<file path="src/design/rbm_pkg.sv">
package rbm_pkg;

   localparam logic [3:0] STRAP_SLAVE_I2C = 4'h0;
   localparam logic [3:0] STRAP_EEPROM = 4'h1;
   localparam logic [3:0] STRAP_FLASH = 4'h2;

   localparam int CLK_HZ = 10_000_000;
   localparam int XTAL_NOMINAL_HZ = 24_576_000;
   localparam int EEPROM_BPS = 400_000;
   localparam int FLASH_HZ = 1_530_000;
   localparam int SLAVE_DEV_ADDR = 88;
   localparam logic [6:0] SLAVE_DEV_ADDR_7 = 7'(SLAVE_DEV_ADDR);

   // half-period counts; longest time rounds down, never below one
   localparam int EEPROM_HALF_CYC_RAW = CLK_HZ / (2 * EEPROM_BPS);
   localparam int EEPROM_HALF_CYC = (EEPROM_HALF_CYC_RAW < 1) ? 1 : EEPROM_HALF_CYC_RAW;
   localparam int FLASH_HALF_CYC_RAW = CLK_HZ / (2 * FLASH_HZ);
   localparam int FLASH_HALF_CYC = (FLASH_HALF_CYC_RAW < 1) ? 1 : FLASH_HALF_CYC_RAW;

   localparam logic [3:0] RESET_STRAP = 4'h0;

   typedef enum logic [3:0] {
      RBM_RST = 4'b0001,
      RBM_CAPT = 4'b0010,
      RBM_BOOT = 4'b0100,
      RBM_BAD = 4'b1000
   } rbm_state_e;

   // boot source selection as seen by the rest of the chip
   typedef struct packed {
      logic slave_i2c1;
      logic master_i2c0;
      logic master_spi;
      logic reserved;
   } rbm_boot_sel_s;

   typedef struct packed {
      logic bod_33;
      logic bod_18;
      logic por;
   } rbm_supply_s;

endpackage : rbm_pkg

</file>
<file path="src/design/rbm_reset_boot.sv">
`timescale 1ns/1ps
`default_nettype none
module rbm_reset_boot (
   input wire logic clk,
   input wire logic arst_n,
   input wire logic sys_reset_in_low,
   input wire logic [3:0] boot_strap,
   input wire rbm_pkg::rbm_supply_s supply,
   input wire logic boot_done,
   output logic reset_out_low_od_oe,
   output logic reset_out_low_od_o,
   output logic core_rst_n,
   output logic pll_enable,
   output logic xtal_enable,
   output logic boot_start,
   output logic booting,
   output var rbm_pkg::rbm_boot_sel_s boot_sel,
   output logic [3:0] boot_mode,
   output logic [6:0] slave_dev_addr,
   output logic i2c1_host_ctrl,
   output logic i2c0_boot_master,
   output logic i2c_multi_master,
   output logic spi_enable,
   output logic decrypt_allowed,
   output logic amp_shutdown,
   output logic boot_tick
);

   logic rst_s1_r, rst_s2_r;
   logic [3:0] strap_s1_r, strap_s2_r;
   rbm_pkg::rbm_supply_s sup_s1_r, sup_s2_r;
   rbm_pkg::rbm_state_e state_r, state_nxt;
   logic [3:0] mode_r;
   logic [7:0] div_r;
   logic fault_now;

   // pins are asynchronous: two flops before any use
   always_ff @(posedge clk or negedge arst_n) begin
      if (!arst_n) begin
         rst_s1_r <= 1'b0;
         rst_s2_r <= 1'b0;
         strap_s1_r <= rbm_pkg::RESET_STRAP;
         strap_s2_r <= rbm_pkg::RESET_STRAP;
         sup_s1_r <= '1;
         sup_s2_r <= '1;
      end else begin
         rst_s1_r <= sys_reset_in_low;
         rst_s2_r <= rst_s1_r;
         strap_s1_r <= boot_strap;
         strap_s2_r <= strap_s1_r;
         sup_s1_r <= supply;
         sup_s2_r <= sup_s1_r;
      end
   end

   assign fault_now = sup_s2_r.por | sup_s2_r.bod_33 | sup_s2_r.bod_18;

   always_comb begin
      state_nxt = state_r;
      case (state_r)
         rbm_pkg::RBM_RST: if (rst_s2_r && !fault_now) state_nxt = rbm_pkg::RBM_CAPT;
         rbm_pkg::RBM_CAPT: begin
            if (strap_s2_r > rbm_pkg::STRAP_FLASH) state_nxt = rbm_pkg::RBM_BAD;
            else state_nxt = rbm_pkg::RBM_BOOT;
         end
         rbm_pkg::RBM_BOOT: state_nxt = rbm_pkg::RBM_BOOT;
         rbm_pkg::RBM_BAD: state_nxt = rbm_pkg::RBM_BAD;
         default: state_nxt = rbm_pkg::RBM_RST;
      endcase
      if (!rst_s2_r || fault_now) state_nxt = rbm_pkg::RBM_RST;
   end

   always_ff @(posedge clk or negedge arst_n) begin
      if (!arst_n) state_r <= rbm_pkg::RBM_RST;
      else state_r <= state_nxt;
   end

   // mode latched once at release, frozen after
   always_ff @(posedge clk or negedge arst_n) begin
      if (!arst_n) mode_r <= rbm_pkg::RESET_STRAP;
      else if (state_r == rbm_pkg::RBM_RST) mode_r <= rbm_pkg::RESET_STRAP;
      else if (state_r == rbm_pkg::RBM_CAPT) mode_r <= strap_s2_r;
   end

   // reset-side outputs
   always_ff @(posedge clk or negedge arst_n) begin
      if (!arst_n) begin
         reset_out_low_od_oe <= 1'b1;
         core_rst_n <= 1'b0;
         pll_enable <= 1'b0;
         amp_shutdown <= 1'b1;
      end else begin
         reset_out_low_od_oe <= fault_now;
         core_rst_n <= (state_nxt != rbm_pkg::RBM_RST);
         pll_enable <= (state_nxt != rbm_pkg::RBM_RST);
         // droop cuts amps at once, before firmware can react
         amp_shutdown <= fault_now || (state_nxt == rbm_pkg::RBM_RST);
      end
   end

   // boot-side outputs
   always_ff @(posedge clk or negedge arst_n) begin
      if (!arst_n) begin
         boot_start <= 1'b0;
         booting <= 1'b0;
         boot_sel <= '0;
         boot_mode <= rbm_pkg::RESET_STRAP;
         spi_enable <= 1'b0;
      end else begin
         boot_start <= (state_r == rbm_pkg::RBM_CAPT) && (state_nxt == rbm_pkg::RBM_BOOT);
         boot_mode <= (state_nxt == rbm_pkg::RBM_RST) ? rbm_pkg::RESET_STRAP : mode_r;
         if (state_nxt == rbm_pkg::RBM_RST || boot_done) booting <= 1'b0;
         else if (state_r == rbm_pkg::RBM_CAPT && state_nxt == rbm_pkg::RBM_BOOT) booting <= 1'b1;
         if (state_r == rbm_pkg::RBM_BOOT) begin
            boot_sel.slave_i2c1 <= (mode_r == rbm_pkg::STRAP_SLAVE_I2C);
            boot_sel.master_i2c0 <= (mode_r == rbm_pkg::STRAP_EEPROM);
            boot_sel.master_spi <= (mode_r == rbm_pkg::STRAP_FLASH);
            boot_sel.reserved <= 1'b0;
         end else if (state_r == rbm_pkg::RBM_BAD) begin
            boot_sel <= '0;
            boot_sel.reserved <= 1'b1;
         end else begin
            boot_sel <= '0;
         end
         // spi only while a flash boot is in progress
         spi_enable <= booting && !boot_done && (state_nxt == rbm_pkg::RBM_BOOT)
                       && (mode_r == rbm_pkg::STRAP_FLASH);
      end
   end

   // port roles: fixed slave address, the rest follow reset and boot state
   always_ff @(posedge clk or negedge arst_n) begin
      if (!arst_n) begin
         slave_dev_addr <= 7'h00;
         i2c1_host_ctrl <= 1'b0;
         i2c0_boot_master <= 1'b0;
         i2c_multi_master <= 1'b0;
         decrypt_allowed <= 1'b0;
      end else begin
         slave_dev_addr <= rbm_pkg::SLAVE_DEV_ADDR_7;
         i2c1_host_ctrl <= core_rst_n;
         i2c0_boot_master <= (state_r == rbm_pkg::RBM_BOOT) && (mode_r == rbm_pkg::STRAP_EEPROM);
         i2c_multi_master <= core_rst_n;
         decrypt_allowed <= (state_r == rbm_pkg::RBM_BOOT);
      end
   end

   // serial clock enable for the selected master boot source
   always_ff @(posedge clk or negedge arst_n) begin
      if (!arst_n) begin
         div_r <= 8'h00;
         boot_tick <= 1'b0;
      end else if (state_r != rbm_pkg::RBM_BOOT || !booting) begin
         div_r <= 8'h00;
         boot_tick <= 1'b0;
      end else if ((mode_r == rbm_pkg::STRAP_EEPROM && div_r == 8'(rbm_pkg::EEPROM_HALF_CYC - 1)) ||
                   (mode_r == rbm_pkg::STRAP_FLASH && div_r == 8'(rbm_pkg::FLASH_HALF_CYC - 1))) begin
         div_r <= 8'h00;
         boot_tick <= 1'b1;
      end else begin
         div_r <= (mode_r == rbm_pkg::STRAP_SLAVE_I2C) ? 8'h00 : div_r + 8'h01;
         boot_tick <= 1'b0;
      end
   end

   always_ff @(posedge clk or negedge arst_n) begin
      if (!arst_n) begin
         reset_out_low_od_o <= 1'b0;
         xtal_enable <= 1'b1;
      end else begin
         reset_out_low_od_o <= 1'b0;
         xtal_enable <= 1'b1;
      end
   end
endmodule : rbm_reset_boot
`default_nettype wire

</file>
<file path="config.mk">
export PLATFORM = sky130hd
export DESIGN_NAME = rbm_reset_boot
export DESIGN_NICKNAME = d
export VERILOG_FILES = /design/src/design/rbm_pkg.sv /design/src/design/rbm_reset_boot.sv
export SDC_FILE = /design/constraint.sdc
export NUM_CORES = 1
export LEC_CHECK = 0
export ABC_AREA = 1
export BUFFER_PORTS_ARGS = -buffer_cell sky130_fd_sc_hd__buf_2
export CORE_MARGIN = 8
export CORE_UTILIZATION = 30
export DETAILED_ROUTE_END_ITERATION = 7
export GPL_TIMING_DRIVEN = 0
export SLEW_MARGIN = 20
export SYNTH_ARGS = -nofsm -noshare
export SYNTH_HDL_FRONTEND = slang
export SYNTH_SLANG_ARGS = --single-unit
export TNS_END_PERCENT = 100
</file>
<file path="constraint.sdc">
create_clock -name clk -period 3.35 [get_ports clk]
set_input_delay 0.5025 -clock clk [delete_from_list [all_inputs] [get_ports clk]]
set_output_delay 0.5025 -clock clk [all_outputs]
set_load 0.02 [all_outputs]
</file>
==> metrics.md <==
| Metric | Value |
|---|---|
| Ys flop type | `dfrtp_1` |
| Switching fraction of total power | `22.06%` |
| Synth Register Bits | `50` |
| Critical path peak fanout | `1` |
| CP required | `2.85 ns` |
| Setup crit start kind | `flop` |
| DRT antenna net count | `0` |
| Fin crit share | `44.04%` |
| Clk pwr share | `33.0%` |
| First-pass GRT wire length | `6.141 mm` |
| Via density per instance | `4.023` |
| Register area share after synthesis | `63.58%` |
| Max Fclk | `677.8 MHz` |
| Least-Margin Pin Slew | `0.6190 ns` |
| CTS tree | `built` |
| Leakage | `1.168 nW` |
| Post-synthesis mux area share | `0%` |
| Worst min path class | `in -> async` |
| Maximum VDD drop | `0.0002403 V` |
| Number of synthesized flops with an enable pin | `0` |
| FILL cells | `662` |
| Max Slew Vio Count | `0` |
| Synth Area in Compound Gates | `1.953%` |
| Aggregate global routing overflow | `0` |
| # diodes | `0` |
| Peak per-stage delay on the critical path | `0.53 ns` |
| Cell row count | `29` |
| # H-tree levels | `2` |
| Root buf cell | `clkbuf_8` |
| DRT Wirelength | `3.492 mm` |
| Worst slew margin | `58.73%` |
| Critical-path top delay cell | `dfstp_2` |
| Core ar. | `6386 sq um` |
| Clock sinks | `50` |
| Post-synthesis simple-gate area fraction | `22.62%` |
| Cell-internal power | `0.0007840 W` |
| Hold buffer count at cts | `0` |
| Tot GR Track Use | `7.891%` |
| DR vias | `1251` |
| Fin. Hold Viols | `0` |
| Post-Synthesis Cells | `188` |
| Post-DP HPWL | `2.537 mm` |
| Asr flop ratio synth | `100.0%` |
| Router iterations before antenna repair | `4` |
| Vias in the first global route | `1320` |
| Final net count | `246` |
| Period minus WS final | `1.475 ns` |
| Final Instance Area | `2352 sq um` |
| WP buf/inv | `1` |
| WP data arrival | `0.97 ns` |
| Post-CTS Setup Bufs | `0` |
| Critical-path cell list | `buf_2` |
| Number of buffers created by CTS | `5` |
| Placed instance area | `2266 sq um` |
| Yosys cell types | `26` |
| Synth Area per Inst | `10.56 sq um` |
| Final Non-Filler Cells | `311` |
| Pwr/cell area | `427.7 nW/um^2` |
| Combinational power share | `5.0%` |
| WL per Instance | `11.23 um` |
| Setup-failing EPs final | `0` |
| RePlAce Congestion | `0.7761` |
| Yosys synthesis warning count | `0` |
| Final Core Density | `36.83%` |
| Initial antenna violation count | `0` |
| Die area | `9478 sq um` |
| Initial Utilization | `31.09%` |
| Critical setup path kind | `reg -> out` |
| CTS resizes | `0` |
| DRC errors left | `0` |
| Fraction of layout cells with a size suffix above 1 | `37.61%` |
| Run status | `complete, no violations` |
| Initial DRC Count | `63` |
| Reg clk slew, reported paths | `0.09 ns` |
| Input/output buffers | `33` |
| RSZ-0062 raised after global routing | `no` |
| Final TNS setup | `0 ns` |
| Die width | `97.36 um` |
| Crit end category | `output pin` |
| Adder-cell share of the synthesized area | `1.260%` |
| Max-cap violations | `0` |
| P&R area growth vs syn | `18.46%` |
| Die height | `97.36 um` |
| Switching pwr | `0.0002220 W` |
| Cell family with the largest share of critical-path delay | `flip-flops` |
| Maximum number of pins on one net before global-route repair | `51` |
| Fin Clk Skew | `0.005091 ns` |
| Io pins | `40` |
| DP Cell Count | `303` |
| Register share of total power | `62.0%` |
| Largest family of logic cells by synthesized area | `simple AND/OR/NAND/NOR gates` |
| Clock buffer depth | `2` |
| Xor/xnor share of the synthesized area | `1.323%` |
| Worst-Skew Late Latency | `0.29 ns` |
| Synthesized area | `1986 sq um` |
-- layout by cell type (no fill, tap or decap), drive strengths merged --
cell type  netlist  routed
a21oi            3       3
buf             11      44
clkbuf           0       7
clkinvlp         0       1
conb             2       7
dfrtp           41      41
dfstp            9       9
ha               2       2
inv             25      25
nand2           31      31
nand3           14      14
nand3b           1       1
nand4            1       1
nor2            31      31
nor3             7       7
nor4             2       2
o21ai            4       4
or2              1       1
xnor2            1       1
xor2             2       2
-- worst paths after layout --
path / from / endpoint / slack [ns] / depth (start not counted)
hold reg to reg: strap_s1_r[0]$_DFF_PN0_ / strap_s2_r[0]$_DFF_PN0_ / 0.36 / 0
min in group clk: supply[2] / sup_s1_r[2]$_DFF_PN1_ / 0.30 / 1
hold / removal: arst_n / strap_s1_r[1]$_DFF_PN0_ / 0.22 / 1
max in group asynchronous: arst_n / boot_sel[3]$_DFF_PN0_ / 2.71 / 1
setup reg to reg: state_r[0]$_DFF_PN1_ / boot_mode[1]$_DFF_PN0_ / 2.09 / 7
setup / recovery: amp_shutdown$_DFF_PN1_ / amp_shutdown / 1.87 / 1
-- through the flow --
stage,worst slack (ns),hold slack [ns],power [W]
finish,1.875,0.2240,0.001006
global route,1.829,0.2468,0.001054
CTS,1.859,0.2902,0.001023
detailed placement,1.874,0.3355,0.0006868
global placement,1.891,0.3327,0.0006855
floorplan,2.206,0.2069,0.0006628
-- cells in the mapped netlist, types with 3 or more instances --
cell type  instances  area [sq um]
nor3_1             3         15.01
dfstp_2            9         236.5
inv_1             17         63.81
nor3_2             3         30.03
inv_2              8         30.03
dfrtp_1           41          1026
buf_4             11         82.58
nor2_2             3         18.77
nand2_1           21         78.83
nor2_1            26         97.59
nand2_2            9         56.30
o21ai_0            4         20.02
nand3_1           14         70.07
-- logic make-up after synthesis --
logic type	count (synthesis)
other	2
DFF	50
buffers and inverters	36
adders and majority gates	2
and+or+nand+nor	88
AOI/OAI and AO/OA	7
xor gates and xnor gates	3
-- cell type report --
class | instances | area, sq um | area share [%]
Clock inverter | 1 | 7.507 | 0.3191
Timing Repair Buffer | 33 | 167.7 | 7.128
Inverter | 25 | 93.84 | 3.989
Multi-Input combinational cell | 107 | 565.5 | 24.04
Clock buffer | 7 | 76.32 | 3.245
Buffer | 11 | 82.58 | 3.511
Sequential cell | 50 | 1262 | 53.67
Tap cell | 77 | 96.34 | 4.096
-- metal layers --
layer | up-vias | wire (um) | global-route usage [%]
li1 | 646 | - | -
met1 | 565 | 1679 | 9.410
met2 | 36 | 1512 | 12.08
met3 | 4 | 257 | 3.556
met4 | 0 | 42 | 3.147
met5 | - | 0 | 0
-- flip-flops by register name, indices dropped and copies added (netlist names), 3 cells and up --
| signal | cells |
|---|---|
| div_r | 8 |
| boot_mode | 4 |
| boot_sel | 4 |
| mode_r | 4 |
| state_r | 4 |
| strap_s1_r | 4 |
| strap_s2_r | 4 |
| sup_s1_r | 3 |
| sup_s2_r | 3 |
-- power groups by stage --
| stage | clock [W] | sequential (W) | combinational, W |
|---|---|---|---|
| CTS | 0.000347 | 0.000624 | 0.0000513 |
| detailed placement | 0 | 0.000636 | 0.0000512 |
| floorplan | 0 | 0.000637 | 0.0000253 |
| finish | 0.000332 | 0.000624 | 0.0000503 |
| global placement | 0 | 0.000635 | 0.0000505 |
| global route | 0.000372 | 0.000626 | 0.0000563 |
Note: power is estimated with default switching activity, not from simulation.
